## config.mk

```make
export PLATFORM = sky130hd
export DESIGN_NAME = i2c_status_flag_logic
export DESIGN_NICKNAME = d
export VERILOG_FILES = /design/src/design/i2c_flag_pkg.sv /design/src/design/i2c_status_flag_logic.sv
export SDC_FILE = /design/constraint.sdc
export NUM_CORES = 1
export LEC_CHECK = 0
export BUFFER_PORTS_ARGS = -buffer_cell sky130_fd_sc_hd__buf_2
export CORE_ASPECT_RATIO = 1.2
export CORE_MARGIN = 1
export CORE_UTILIZATION = 40
export DETAILED_ROUTE_END_ITERATION = 10
export PLACE_DENSITY = 0.78
export SYNTH_ARGS = -nofsm -noshare
export SYNTH_HDL_FRONTEND = slang
export SYNTH_SLANG_ARGS = --single-unit
```

## constraint.sdc

```tcl
create_clock -name clock -period 3.5 [get_ports clock]
set_input_delay 0.175 -clock clock [delete_from_list [all_inputs] [get_ports clock]]
set_output_delay 0.175 -clock clock [all_outputs]
set_load 0.05 [all_outputs]
```

## src/design/i2c_flag_pkg.sv

```systemverilog
// Register map, field positions and reset values of the two-wire status flag block.
package i2c_flag_pkg;
	// Register byte addresses (one aligned 32-bit word each)
	localparam logic [7:0] OFF_CONTROL = 8'h00;
	localparam logic [7:0] OFF_OWN_ADDRESS = 8'h04;
	localparam logic [7:0] OFF_STATUS_PRIMARY = 8'h08;
	localparam logic [7:0] OFF_STATUS_SECONDARY = 8'h0C;
	localparam logic [7:0] OFF_DATA_BUFFER = 8'h10;

	// Control register fields
	localparam int CTL_INTERFACE_ENABLE = 0;
	localparam int CTL_EVENT_IRQ_ENABLE = 1;
	localparam int CTL_ACK_ENABLE = 2;
	localparam int CTL_GENERAL_CALL_ENABLE = 3;
	localparam int CTL_START_REQUEST = 4;

	// Primary status fields
	localparam int SP_EVENT_PENDING = 7;
	localparam int SP_TEN_BIT_HEADER_SENT = 6;
	localparam int SP_DIRECTION_TRANSMIT = 5;
	localparam int SP_BUS_BUSY = 4;
	localparam int SP_BYTE_DONE = 3;
	localparam int SP_OWN_ADDRESS_HIT = 2;
	localparam int SP_MASTER_ROLE = 1;
	localparam int SP_START_GENERATED = 0;

	// Secondary status fields; bits 7:5 read as zero
	localparam int SS_ACK_MISSING = 4;
	localparam int SS_STOP_SEEN = 3;
	localparam int SS_ARBITRATION_LOST = 2;
	localparam int SS_BUS_FAULT = 1;
	localparam int SS_GENERAL_CALL_SEEN = 0;

	// Reset values
	localparam logic [7:0] RST_CONTROL = 8'h00;
	localparam logic [6:0] RST_OWN_ADDRESS = 7'h00;
	localparam logic [7:0] RST_STATUS = 8'h00;
	localparam logic [6:0] GENERAL_CALL_ADDRESS = 7'h00;
endpackage

```

## src/design/i2c_status_flag_logic.sv

```systemverilog
// Status flags, clock stretching and register slave of the two-wire bus interface.
`timescale 1ns/1ps
`default_nettype none

// Function
// - event_pending rises on any event; error flags clear by second status read; disable clears.
// - event_pending sources: all event flags plus a master address byte sent.
// - ten_bit_header_sent set after header; cleared by second status read then data write.
// - direction_transmit tells tx or rx with byte_done; clears with it, stop, arbitration loss.
// - bus busy set on Start, cleared on Stop or bus fault.
// - byte_done set per finished byte; cleared by first status read then data access.
// - tx byte_done after ack pulse or address phase done; cleared by next byte write.
// - rx byte_done after driven ack pulse if ack enabled; cleared by data read.
// - clock line held low while byte_done is set.
// - own_address_hit on address match or general call; cleared by first status read.
// - clock line held low while own_address_hit is set.
// - master_role set by start request; cleared on Stop, arbitration loss, disable.
// - start_generated after requested Start; cleared by first status read then address write.
// - upper three bits of second status read zero.
// - ack_missing set when no acknowledge; cleared by second status read.
// - ack_missing alone never holds the clock line.
// - stop_seen in slave mode after acknowledge with ack enabled; never stretches clock.
// - arbitration_lost set on lost bus; returns to slave; no stretching.
// - bus_fault set on misplaced Start or Stop; no stretching.
// - general_call_seen set on general call while enabled; cleared on stop_seen.
module i2c_status_flag_logic (
	input wire logic clock, // 20 MHz system clock
	input wire logic srst, // Synchronous reset, active high
	input wire logic wb_cyc_i, // Wishbone cycle
	input wire logic wb_stb_i, // Wishbone strobe
	input wire logic wb_we_i, // Wishbone write
	input wire logic [7:0] wb_adr_i, // Wishbone byte address
	input wire logic [3:0] wb_sel_i, // Wishbone byte enables
	input wire logic [31:0] wb_dat_i, // Wishbone write data
	output logic [31:0] wb_dat_o, // Wishbone read data
	output logic wb_ack_o, // Wishbone acknowledge
	input wire logic scl_i, // Bus clock line level
	output logic scl_o, // Bus clock drive value
	output logic scl_oe_n, // Bus clock drive enable, low drives
	input wire logic sda_i, // Bus data line level
	input wire logic ev_start_done, // Pulse: requested Start produced
	input wire logic ev_addr_sent, // Pulse: master address byte acknowledged
	input wire logic ev_header_sent, // Pulse: 10-bit header byte sent
	input wire logic ev_addr_phase_done, // Pulse: address phase complete
	input wire logic ev_tx_ack_pulse, // Pulse: ack clock of sent byte received
	input wire logic ev_rx_ack_pulse, // Pulse: ack clock of received byte driven
	input wire logic ev_no_ack, // Pulse: no acknowledge returned
	input wire logic ev_arb_lost, // Pulse: another master won the bus
	input wire logic ev_misplaced, // Pulse: misplaced Start or Stop
	input wire logic ev_addr_rx, // Pulse: slave address received
	input wire logic [6:0] rx_addr, // Received slave address
	input wire logic [7:0] rx_data, // Last received data byte
	output logic [7:0] tx_data, // Byte written by software
	output logic tx_load, // Pulse: new byte written
	output logic start_request, // Pulse: software asked for a Start
	output logic interface_enable, // Interface enable level
	output logic ack_enable, // Acknowledge enable level
	output logic general_call_enable, // General call enable level
	output logic [6:0] own_address, // Own slave address
	output logic irq // Shared interrupt, active high
);
	logic event_irq_enable;
	logic event_pending, ten_bit_header_sent, direction_transmit, bus_busy;
	logic byte_done, own_address_hit, master_role, start_generated;
	logic ack_missing, stop_seen, arbitration_lost, bus_fault, general_call_seen;
	logic addr_sent_flag, ack_since_start;
	logic primary_armed, secondary_armed;
	logic scl_s1, scl_s2, scl_s3, sda_s1, sda_s2, sda_s3;
	logic next_byte_done, next_own_address_hit, next_start_generated, next_ten_bit_header_sent;
	logic next_ack_missing, next_stop_seen, next_arbitration_lost, next_bus_fault, next_addr_sent_flag;
	logic access, wr, rd, wr_lane, disabled;
	logic sel_ctl, sel_own, sel_sp, sel_ss, sel_dr;
	logic rd_sp, rd_ss, dr_read, dr_write, dr_access;
	logic start_cond, stop_cond, stop_flag_set, addr_match, gc_match;
	logic [7:0] status_primary, status_secondary;

	// A new request is taken only while ack is low, so each access acts once
	assign access = wb_cyc_i && wb_stb_i && !wb_ack_o;
	assign wr = access && wb_we_i;
	assign rd = access && !wb_we_i;
	assign wr_lane = wr && wb_sel_i[0];
	assign sel_ctl = wb_adr_i == i2c_flag_pkg::OFF_CONTROL;
	assign sel_own = wb_adr_i == i2c_flag_pkg::OFF_OWN_ADDRESS;
	assign sel_sp = wb_adr_i == i2c_flag_pkg::OFF_STATUS_PRIMARY;
	assign sel_ss = wb_adr_i == i2c_flag_pkg::OFF_STATUS_SECONDARY;
	assign sel_dr = wb_adr_i == i2c_flag_pkg::OFF_DATA_BUFFER;
	assign rd_sp = rd && sel_sp;
	assign rd_ss = rd && sel_ss;
	assign dr_read = rd && sel_dr;
	assign dr_write = wr_lane && sel_dr;
	assign dr_access = dr_read || dr_write;
	assign disabled = !interface_enable;

	// Bus lines pass two flops; third stage only for edge finding
	always_ff @(posedge clock) begin
		if (srst) begin
			scl_s1 <= 1'b1;
			scl_s2 <= 1'b1;
			scl_s3 <= 1'b1;
			sda_s1 <= 1'b1;
			sda_s2 <= 1'b1;
			sda_s3 <= 1'b1;
		end else begin
			scl_s1 <= scl_i;
			scl_s2 <= scl_s1;
			scl_s3 <= scl_s2;
			sda_s1 <= sda_i;
			sda_s2 <= sda_s1;
			sda_s3 <= sda_s2;
		end
	end

	assign start_cond = scl_s2 && scl_s3 && sda_s3 && !sda_s2;
	assign stop_cond = scl_s2 && scl_s3 && !sda_s3 && sda_s2;
	assign addr_match = ev_addr_rx && (rx_addr == own_address);
	assign gc_match = ev_addr_rx && general_call_enable && (rx_addr == i2c_flag_pkg::GENERAL_CALL_ADDRESS);
	assign stop_flag_set = stop_cond && !master_role && ack_enable && ack_since_start;

	// Set terms win over clear terms in every flag below
	always_comb begin
		next_byte_done = ev_tx_ack_pulse || ev_addr_phase_done
			|| (ev_rx_ack_pulse && ack_enable)
			|| (byte_done && !(primary_armed && dr_access) && !disabled);
		next_own_address_hit = addr_match || gc_match || (own_address_hit && !rd_sp && !disabled);
		next_start_generated = ev_start_done || (start_generated && !(primary_armed && dr_write) && !disabled);
		next_ten_bit_header_sent = ev_header_sent
			|| (ten_bit_header_sent && !(secondary_armed && dr_write) && !disabled);
		next_addr_sent_flag = ev_addr_sent || (addr_sent_flag && !(primary_armed && dr_access) && !disabled);
		next_ack_missing = ev_no_ack || (ack_missing && !rd_ss && !disabled);
		next_stop_seen = stop_flag_set || (stop_seen && !rd_ss && !disabled);
		next_arbitration_lost = ev_arb_lost || (arbitration_lost && !rd_ss && !disabled);
		next_bus_fault = ev_misplaced || (bus_fault && !rd_ss && !disabled);
	end

	// Transfer flags; disabling the interface clears them all
	always_ff @(posedge clock) begin
		if (srst) begin
			byte_done <= 1'b0;
			own_address_hit <= 1'b0;
			start_generated <= 1'b0;
			ten_bit_header_sent <= 1'b0;
			addr_sent_flag <= 1'b0;
		end else begin
			byte_done <= next_byte_done;
			own_address_hit <= next_own_address_hit;
			start_generated <= next_start_generated;
			ten_bit_header_sent <= next_ten_bit_header_sent;
			addr_sent_flag <= next_addr_sent_flag;
		end
	end

	// Error flags, all cleared by one secondary status read
	always_ff @(posedge clock) begin
		if (srst) begin
			ack_missing <= 1'b0;
			stop_seen <= 1'b0;
			arbitration_lost <= 1'b0;
			bus_fault <= 1'b0;
		end else begin
			ack_missing <= next_ack_missing;
			stop_seen <= next_stop_seen;
			arbitration_lost <= next_arbitration_lost;
			bus_fault <= next_bus_fault;
		end
	end

	// Built from next values so it never lags its sources
	always_ff @(posedge clock) begin
		if (srst) begin
			event_pending <= 1'b0;
		end else begin
			event_pending <= next_byte_done || next_own_address_hit || next_start_generated
				|| next_ack_missing || next_stop_seen || next_arbitration_lost || next_bus_fault
				|| next_ten_bit_header_sent || next_addr_sent_flag;
		end
	end

	// Direction is only meaningful alongside byte_done
	always_ff @(posedge clock) begin
		if (srst) begin
			direction_transmit <= 1'b0;
		end else if (ev_tx_ack_pulse || ev_addr_phase_done) begin
			direction_transmit <= 1'b1;
		end else if (ev_rx_ack_pulse && ack_enable) begin
			direction_transmit <= 1'b0;
		end else if (!next_byte_done || stop_flag_set || ev_arb_lost || disabled) begin
			direction_transmit <= 1'b0;
		end
	end

	// Bus activity; a bus fault ends it as a Stop would
	always_ff @(posedge clock) begin
		if (srst) begin
			bus_busy <= 1'b0;
		end else if (start_cond) begin
			bus_busy <= 1'b1;
		end else if (stop_cond || ev_misplaced || disabled) begin
			bus_busy <= 1'b0;
		end
	end

	// Role; any detected Stop returns the block to slave
	always_ff @(posedge clock) begin
		if (srst) begin
			master_role <= 1'b0;
		end else if (wr_lane && sel_ctl && wb_dat_i[i2c_flag_pkg::CTL_START_REQUEST] && interface_enable) begin
			master_role <= 1'b1;
		end else if (stop_cond || ev_arb_lost || disabled) begin
			master_role <= 1'b0;
		end
	end

	// General call stays visible until the slave Stop
	always_ff @(posedge clock) begin
		if (srst) begin
			general_call_seen <= 1'b0;
		end else if (gc_match) begin
			general_call_seen <= 1'b1;
		end else if (stop_flag_set || disabled) begin
			general_call_seen <= 1'b0;
		end
	end

	// Without an acknowledge since Start, a Stop raises no flag
	always_ff @(posedge clock) begin
		if (srst) begin
			ack_since_start <= 1'b0;
		end else if (ev_tx_ack_pulse || ev_rx_ack_pulse || addr_match || gc_match) begin
			ack_since_start <= 1'b1;
		end else if (start_cond || stop_cond || disabled) begin
			ack_since_start <= 1'b0;
		end
	end

	// Status reads arm the data-register step of the two-step clears
	always_ff @(posedge clock) begin
		if (srst) begin
			primary_armed <= 1'b0;
		end else if (rd_sp) begin
			primary_armed <= 1'b1;
		end else if (dr_access || disabled) begin
			primary_armed <= 1'b0;
		end
	end

	// Any data access disarms, so a stale read cannot clear later
	always_ff @(posedge clock) begin
		if (srst) begin
			secondary_armed <= 1'b0;
		end else if (rd_ss) begin
			secondary_armed <= 1'b1;
		end else if (dr_access || disabled) begin
			secondary_armed <= 1'b0;
		end
	end

	// Software controls
	always_ff @(posedge clock) begin
		if (srst) begin
			interface_enable <= i2c_flag_pkg::RST_CONTROL[i2c_flag_pkg::CTL_INTERFACE_ENABLE];
			event_irq_enable <= i2c_flag_pkg::RST_CONTROL[i2c_flag_pkg::CTL_EVENT_IRQ_ENABLE];
			ack_enable <= i2c_flag_pkg::RST_CONTROL[i2c_flag_pkg::CTL_ACK_ENABLE];
			general_call_enable <= i2c_flag_pkg::RST_CONTROL[i2c_flag_pkg::CTL_GENERAL_CALL_ENABLE];
			start_request <= 1'b0;
		end else begin
			start_request <= 1'b0;
			if (wr_lane && sel_ctl) begin
				interface_enable <= wb_dat_i[i2c_flag_pkg::CTL_INTERFACE_ENABLE];
				event_irq_enable <= wb_dat_i[i2c_flag_pkg::CTL_EVENT_IRQ_ENABLE];
				ack_enable <= wb_dat_i[i2c_flag_pkg::CTL_ACK_ENABLE];
				general_call_enable <= wb_dat_i[i2c_flag_pkg::CTL_GENERAL_CALL_ENABLE];
				start_request <= wb_dat_i[i2c_flag_pkg::CTL_START_REQUEST] && interface_enable;
			end
		end
	end

	// Own slave address
	always_ff @(posedge clock) begin
		if (srst) begin
			own_address <= i2c_flag_pkg::RST_OWN_ADDRESS;
		end else if (wr_lane && sel_own) begin
			own_address <= wb_dat_i[6:0];
		end
	end

	// Transmit byte hand-off
	always_ff @(posedge clock) begin
		if (srst) begin
			tx_data <= 8'h00;
			tx_load <= 1'b0;
		end else begin
			tx_load <= dr_write;
			if (dr_write) begin
				tx_data <= wb_dat_i[7:0];
			end
		end
	end

	// Start, byte and own-address flags stretch; header, address-sent and error flags never do
	always_ff @(posedge clock) begin
		if (srst) begin
			scl_o <= 1'b0;
			scl_oe_n <= 1'b1;
		end else begin
			scl_o <= 1'b0;
			scl_oe_n <= !(next_byte_done || next_own_address_hit || next_start_generated);
		end
	end

	// Header and address-sent flags only raise event_pending
	always_ff @(posedge clock) begin
		if (srst) begin
			irq <= 1'b0;
		end else begin
			irq <= event_irq_enable && (next_byte_done || next_own_address_hit || next_start_generated
				|| next_ack_missing || next_stop_seen || next_arbitration_lost || next_bus_fault);
		end
	end

	always_comb begin
		status_primary = i2c_flag_pkg::RST_STATUS;
		status_primary[i2c_flag_pkg::SP_EVENT_PENDING] = event_pending;
		status_primary[i2c_flag_pkg::SP_TEN_BIT_HEADER_SENT] = ten_bit_header_sent;
		status_primary[i2c_flag_pkg::SP_DIRECTION_TRANSMIT] = direction_transmit && byte_done;
		status_primary[i2c_flag_pkg::SP_BUS_BUSY] = bus_busy;
		status_primary[i2c_flag_pkg::SP_BYTE_DONE] = byte_done;
		status_primary[i2c_flag_pkg::SP_OWN_ADDRESS_HIT] = own_address_hit;
		status_primary[i2c_flag_pkg::SP_MASTER_ROLE] = master_role;
		status_primary[i2c_flag_pkg::SP_START_GENERATED] = start_generated;
		status_secondary = i2c_flag_pkg::RST_STATUS;
		status_secondary[i2c_flag_pkg::SS_ACK_MISSING] = ack_missing;
		status_secondary[i2c_flag_pkg::SS_STOP_SEEN] = stop_seen;
		status_secondary[i2c_flag_pkg::SS_ARBITRATION_LOST] = arbitration_lost;
		status_secondary[i2c_flag_pkg::SS_BUS_FAULT] = bus_fault;
		status_secondary[i2c_flag_pkg::SS_GENERAL_CALL_SEEN] = general_call_seen;
	end

	// One-wait-state slave; unmapped reads return zero and still ack
	always_ff @(posedge clock) begin
		if (srst) begin
			wb_ack_o <= 1'b0;
		end else begin
			wb_ack_o <= access;
		end
	end

	// Read data holds until the next read is taken
	always_ff @(posedge clock) begin
		if (srst) begin
			wb_dat_o <= 32'h00000000;
		end else begin
			if (rd) begin
				if (sel_ctl) begin
					wb_dat_o <= {27'h0, 1'b0, general_call_enable, ack_enable, event_irq_enable,
						interface_enable};
				end else if (sel_own) begin
					wb_dat_o <= {25'h0, own_address};
				end else if (sel_sp) begin
					wb_dat_o <= {24'h000000, status_primary};
				end else if (sel_ss) begin
					wb_dat_o <= {24'h000000, status_secondary};
				end else if (sel_dr) begin
					wb_dat_o <= {24'h000000, rx_data};
				end else begin
					wb_dat_o <= 32'h00000000;
				end
			end
		end
	end
endmodule

`default_nettype wire

```

==> results of run 1 <==
layout make-up:
| class | count | area, sq um | share of cell area |
|---|---|---|---|
| flip-flops and latches | 55 | 1101 | 0.3553 |
| repair buffers | 79 | 395.4 | 0.1276 |
| clock buffers | 6 | 72.57 | 0.02342 |
| clock inverters | 2 | 12.51 | 0.004037 |
| well taps | 85 | 106.4 | 0.03432 |
| multi-input cells | 243 | 1396 | 0.4505 |
| inverters | 4 | 15.01 | 0.004845 |
cell usage after synthesis, drive strengths merged (2+ instances only):
master,instances
or3,2
and3,4
a32oi,2
nor4,4
or4,4
nand3,13
nand4b,3
a221oi,2
o21ai,2
xnor2,7
nand3b,3
a31oi,6
dfxtp,55
o211ai,2
nor2,31
inv,4
nor4b,2
clkbuf,14
nor3,9
mux2i,7
buf,26
o41ai,2
a211oi,3
nor2b,2
a21oi,37
or2,7
o21a,2
nand2b,3
nand2,33
and2,6
nand4,3
where the power goes:
| group | total [mW] | internal, mW | leakage, nW | switching (mW) |
|---|---|---|---|---|
| sequential | 0.647 | 0.639 | 0.448 | 0.00725 |
| clock | 0.349 | 0.141 | 0.0412 | 0.209 |
| combinational | 0.176 | 0.0441 | 0.751 | 0.132 |
metal layers:
| metal | global-route usage | up-vias | share of wire | wire length (um) |
|---|---|---|---|---|
| met5 | 0 | - | 0 | 0 |
| met4 | 0.1090 | 0 | 0.023 | 162 |
| met3 | 0.05025 | 14 | 0.090 | 645 |
| met2 | 0.3544 | 109 | 0.50 | 3558 |
| met1 | 0.2378 | 1172 | 0.39 | 2781 |
| li1 | - | 1217 | - | - |
cell families after synthesis:
family | count (synthesis) | synth area share
flip-flops | 55 | 0.4118
AO/OA/AOI/OAI | 71 | 0.1769
buffers and inverters | 44 | 0.09967
AND/OR/NAND/NOR | 133 | 0.2611
other | 1 | 0.001402
multiplexers | 7 | 0.02621
XOR/XNOR | 7 | 0.02293
per-stage QoR:
step | cells | power (mW) | hold slack, ns
2_1_floorplan | 342 | 0.8048 | 0.2788
3_3_place_gp | 466 | 0.8328 | 0.3591
3_5_place_dp | 466 | 0.8352 | 0.3619
4_1_cts | 474 | 1.174 | 0.04091
5_1_grt | 474 | 1.216 | 0.03844
6_report | 474 | 1.172 | 0.04657
worst min path at each step:
stage | start | to | slack (ns) | cells after the start
2_1_floorplan | scl_i | scl_s1$_SDFF_PP1_ | 0.28 | 1
3_3_place_gp | scl_i | scl_s1$_SDFF_PP1_ | 0.36 | 2
3_5_place_dp | sda_i | sda_s1$_SDFF_PP1_ | 0.36 | 2
4_1_cts | sda_i | sda_s1$_SDFF_PP1_ | 0.04 | 2
5_1_grt | sda_i | sda_s1$_SDFF_PP1_ | 0.04 | 2
6_report | sda_i | sda_s1$_SDFF_PP1_ | 0.05 | 2
worst register-to-register path: stages (launching register included):
cell and delay, ns:
dfxtp_1 0.33, or4bb_1 0.72, o41ai_4 0.41, o211ai_1 0.18
nor4b_2 0.36, a31oi_1 0.12
==> out/qor_table.md, run 1 <==
| Result | This run | Unit |
|:---|:---|:---|
| Flop-to-flop setup slack | 1.24 | ns |
| Post_cts resized | 0 | - |
| Total leakage power | 1.241 | nW |
| HPWL after detailed placement | 5436 | um |
| Vias in the first global route | 2,389 | - |
| Setup Fix Bufs, Post-CTS | 0 | - |
| Number of I/O port buffers | 79 | - |
| Drc violations | 0 | - |
| Power per Cell Area | 378.1 | nW/um^2 |
| Detail-routed net length per standard cell | 15.08 | um |
| Number of failing setup endpoints in the final timing report | 0 | - |
| Worst path bufs/invs | 0 | - |
| Arrival @ worst endpoint | 2.41 | ns |
| Peak per-stage delay on the critical path | 0.72 | ns |
| Deepest level of the CTS H-tree | 2 | - |
| Placer Congestion | 0.8697 | - |
| Share of synthesized registers carrying an async set or reset | 0 | - |
| Largest fanout on the critical path | 10 | - |
| Initial Util | 0.4148 | - |
| Warning count from the yosys run | 0 | - |
| Sequential element share of the synthesized area | 0.4118 | - |
| Number of enable-type register cells in the synthesized netlist | 0 | - |
| Final worst path period share | 0.6445 | - |
| # clock sinks | 55 | - |
| Post-synthesis instance area | 2674 | sq um |
| GRT Overall Usage | 0.2074 | - |
| Final setup TNS | 0 | ns |
| Antenna cell count | 0 | - |
| Root Buffer | clkbuf_8 | - |
| Maximum number of pins on one net before global-route repair | 55 | - |
| Initial DRC Count | 176 | - |
| Result of the run | finished clean | - |
| Class of the worst hold path | input port to register | - |
| Source of the worst register-to-register timing path | wb_ack_o$_SDFF_PP0_ | - |
| Grt ovf | 0 | - |
| Count of filler cells inserted in the layout | 670 | - |
| Antenna violations before repair | 0 | - |
| # hold bufs at CTS | 0 | - |
| Number of cells on the critical path | 5 | - |
| Share of Yosys cell area claimed by the top area cell type | 0.4118 | - |
| RSZ-0062 raised after global routing | no | - |
| Final Util | 0.4808 | - |
| Area enclosed by the die boundary | 7017 | sq um |
| CP endpoint | event_pending$_SDFF_PP0_ | - |
| Kind of end point of the critical path | register | - |
| Vias per Instance | 5.300 | - |
| Total number of vias | 2,512 | - |
| Non-Filler Cell Area, Final | 3099 | sq um |
| CORE AREA | 6446 | sq um |
| Die Wd | 76.64 | um |
| Path depth of the worst reg2reg path | 5 | - |
| Relative slew slack | 0.3795 | - |
| Net total in the final layout | 464 | - |
| Max cap viols | 0 | - |
| Top-level I/O count | 132 | - |
| Detailed-router iteration count before antenna repair | 4 | - |
| Detailed-route wire length | 7148 | um |
| Required time reported for the critical path endpoint | 3.66 | ns |
| Primary FF master, synth | dfxtp_1 | - |
| Transition time of the tightest slew-check pin | 0.9308 | ns |
| P&R area growth vs syn | 15.91 | % |
| Time the final worst path needs with I/O delays and setup | 2.256 | ns |
| #FFs+latches synth | 55 | - |
| Final critical-path setup slack | 1.244 | ns |
| Biggest registers after layout | tx_data (8), wb_dat_o (8), own_address (7) | - |
| Global-route wire length before repair | 11,370 | um |
| Achievable Freq | 443.3 | MHz |
| Post-synthesis area per instance | 8.408 | sq um |
| CP cell instances | or4bb_1 -> o41ai_4 -> o211ai_1 -> nor4b_2 -> a31oi_1 | - |
| Top cell type by total area after synthesis | dfxtp_1 | - |
| CP startpoint | wb_ack_o$_SDFF_PP0_ | - |
| Residual antenna-violating net count after detailed routing | 0 | - |
| Synthesized instance count | 318 | - |
| Ratio of cells with drive above 1 in the final layout | 0.2571 | - |
| Highest-count cells in the layout ignoring fill and taps | buf_2 (79), dfxtp_1 (55), a21oi_1 (37) | - |
| Standard cell with the maximum stage delay on the critical path | or4bb_1 | - |
| Capture point of the worst reg-to-reg path | event_pending$_SDFF_PP0_ | - |
| Crit start category | register | - |
| Most common cell after layout, fill and taps aside | buf_2 | - |
| Pins over their slew limit | 0 | - |
| Deepest clock path buffer count | 2 | - |
| Site Rows | 32 | - |
| Total CTS buffers | 5 | - |
| Number of endpoints with negative hold slack in the final report | 0 | - |
| Worst-case clock skew | 0.006727 | ns |
| Critical path class | register to register | - |
| Cell variety after synth | 53 | - |
| Vertical die dimension | 91.56 | um |
| Worst IR Drop VDD | 0.0002299 | V |
| Clock insertion delay at the later pin of the skew report | 0.31 | ns |
| Top delay family on crit path | simple AND/OR/NAND/NOR gates | - |
| Placed inst area | 3014 | sq um |
| Worst slack at placement | 1.190 | ns |
| Largest cells by area after synthesis | dfxtp_1 (41%), buf_4 (7.0%), a21oi_1 (6.9%), nand2_1 (4.6%), nor2_1 (4.4%) | - |
| TritonCTS clock tree | yes | - |
| Register clock-pin slew on the reported worst setup and hold paths | 0.10 | ns |
Power figures use the tool's default switching activity.
==> inputs of run 2 (changes only) <==
Clock period 3.5 ns to 2.34 ns, I/O delays scaled along.
==> out/qor_table.md, run 2 (synthesized netlist as in run 1, its figures left out) <==
| Result | This run | Unit | vs previous |
|:---|:---|:---|:---|
| Antenna cell count | 0 | - | unchanged |
| Die Wd | 76.64 | um | unchanged |
| Final non-filler cell total | 485 | - | was 474 |
| Biggest registers after layout | tx_data (8), wb_dat_o (8), own_address (7) | - | unchanged |
| Achievable Freq | 458.8 | MHz | was 443.3 MHz |
| Drc violations | 0 | - | unchanged |
| Detail-routed net length per standard cell | 14.91 | um | was 15.08 um |
| Vias in the first global route | 2,425 | - | was 2,389 |
| Residual antenna-violating net count after detailed routing | 0 | - | unchanged |
| GRT Overall Usage | 0.2148 | - | was 0.2074 |
| Initial Util | 0.4148 | - | unchanged |
| Top-level I/O count | 132 | - | unchanged |
| Worst IR Drop VDD | 0.0003123 | V | was 0.0002299 V |
| # hold bufs at CTS | 2 | - | was 0 |
| Setup Fix Bufs, Post-CTS | 0 | - | unchanged |
| Root Buffer | clkbuf_8 | - | unchanged |
| Critical path class | register to register | - | unchanged |
| HPWL after detailed placement | 5625 | um | was 5436 um |
| Kind of end point of the critical path | register | - | unchanged |
| Most common cell after layout, fill and taps aside | buf_2 | - | unchanged |
| Non-Filler Cell Area, Final | 3212 | sq um | was 3099 sq um |
| Power per Cell Area | 574.7 | nW/um^2 | was 378.1 nW/um^2 |
| Grt ovf | 0 | - | unchanged |
| Number of I/O port buffers | 79 | - | unchanged |
| Final worst path period share | 0.9314 | - | was 0.6445 |
| Time the final worst path needs with I/O delays and setup | 2.180 | ns | was 2.256 ns |
| Largest fanout on the critical path | 7 | - | was 10 |
| CP startpoint | wb_ack_o$_SDFF_PP0_ | - | unchanged |
| Clock insertion delay at the later pin of the skew report | 0.30 | ns | was 0.31 ns |
| Arrival @ worst endpoint | 2.35 | ns | was 2.41 ns |
| Start point of the worst min-delay path | ev_no_ack | - | was sda_i |
| Post_cts resized | 0 | - | unchanged |
| Initial DRC Count | 205 | - | was 176 |
| Global-route wire length before repair | 11,760 | um | was 11,370 um |
| RSZ-0062 raised after global routing | no | - | unchanged |
| Detailed-router iteration count before antenna repair | 4 | - | unchanged |
| Max cap viols | 0 | - | unchanged |
| Sequential cell area | 1101 | sq um | unchanged |
| Class of the worst hold path | input port to register | - | unchanged |
| P&R area growth vs syn | 20.12 | % | was 15.91% |
| Antenna violations before repair | 0 | - | unchanged |
| Final Util | 0.4983 | - | was 0.4808 |
| Area enclosed by the die boundary | 7017 | sq um | unchanged |
| Vertical die dimension | 91.56 | um | unchanged |
| Deepest clock path buffer count | 2 | - | unchanged |
| Total design power | 1.846 | mW | was 1.172 mW |
| Pins over their slew limit | 0 | - | unchanged |
| Transition time of the tightest slew-check pin | 0.6392 | ns | was 0.9308 ns |
| Detailed-route wire length | 7233 | um | was 7148 um |
| Worst-case clock skew | 0.01241 | ns | was 0.006727 ns |
| Result of the run | finished clean | - | unchanged |
| Final setup TNS | 0 | ns | unchanged |
| Highest-count cells in the layout ignoring fill and taps | buf_2 (79), dfxtp_1 (55), a21oi_1 (37) | - | unchanged |
| Total number of vias | 2,593 | - | was 2,512 |
| Deepest level of the CTS H-tree | 2 | - | unchanged |
| Relative slew slack | 0.5733 | - | was 0.3795 |
| Number of failing setup endpoints in the final timing report | 0 | - | unchanged |
| # clock sinks | 55 | - | unchanged |
| Source of the worst register-to-register timing path | wb_ack_o$_SDFF_PP0_ | - | unchanged |
| Number of endpoints with negative hold slack in the final report | 0 | - | unchanged |
| Count of filler cells inserted in the layout | 646 | - | was 670 |
| Site Rows | 32 | - | unchanged |
| Placed inst area | 3089 | sq um | was 3014 sq um |
| Maximum number of pins on one net before global-route repair | 37 | - | was 55 |
| Combined area of the multi-input logic cells | 1396 | sq um | unchanged |
| Crit start category | register | - | unchanged |
| Total leakage power | 1.311 | nW | was 1.241 nW |
| Total CTS buffers | 5 | - | unchanged |
| Ratio of cells with drive above 1 in the final layout | 0.2725 | - | was 0.2571 |
| Net total in the final layout | 476 | - | was 464 |
| Number of instances in the placed design | 476 | - | was 466 |
| Register clock-pin slew on the reported worst setup and hold paths | 0.09 | ns | was 0.10 ns |
| TritonCTS clock tree | yes | - | unchanged |
| CORE AREA | 6446 | sq um | unchanged |
| Vias per Instance | 5.346 | - | was 5.300 |
| Required time reported for the critical path endpoint | 2.51 | ns | was 3.66 ns |
| Placer Congestion | 0.8743 | - | was 0.8697 |
-- run 2: cell types whose count changed in the layout (fill, tap and decap cells not counted), sizes merged --
cell         delta
buf            +10
clkinvlp        -1
clkinv          -1
bufinv          +1
dlygate4sd3     +2
-- run 2: path summary, 6_finish.rpt --
check / end / slack (ns) / cells after the start
worst max-delay path: event_pending$_SDFF_PP0_ / 0.16 / 5
worst min-delay path: ack_missing$_SDFF_PP0_ / 0.04 / 3
worst max register to register: event_pending$_SDFF_PP0_ / 0.16 / 5
worst min register to register: sda_s2$_SDFF_PP1_ / 0.42 / 1
-- run 2: worst max-delay path: stages, from the launching register on --
cell and delay [ns]:
dfxtp_1 0.33, or4bb_1 0.67, o41ai_4 0.38, o211ai_1 0.17, nor4b_2 0.36, a31oi_1 0.13
-- run 2: power breakdown --
group | internal (mW) | switching (mW)
clock | 0.314 | 0.294
combinational | 0.0723 | 0.198
sequential | 0.956 | 0.0115
-- run 2: stage by stage --
stage | hold WS (ns) | setup WS [ns]
finish | 0.04417 | 0.1604
global route | 0.05553 | 0.05403
CTS | 0.04160 | 0.1603
detailed placement | 0.3044 | 0.1606
global placement | 0.3010 | 0.1798
floorplan | 0.2208 | 0.1080
-- run 2: cell type report --
type	count	share of cell area
Multi-Input combinational cell	243	0.4347
Sequential cell	55	0.3428
Timing Repair Buffer	91	0.1527
Tap cell	85	0.03311
Clock buffer	6	0.02259
Clock inverter	1	0.009349
Inverter	4	0.004675
-- run 2: per-layer routing --
| metal | routed length [um] | GRT usage |
|---|---|---|
| met1 | 2994 | 0.2649 |
| met2 | 3581 | 0.3686 |
| met3 | 500 | 0.04322 |
| met4 | 156 | 0.07532 |
| met5 | 0 | 0 |
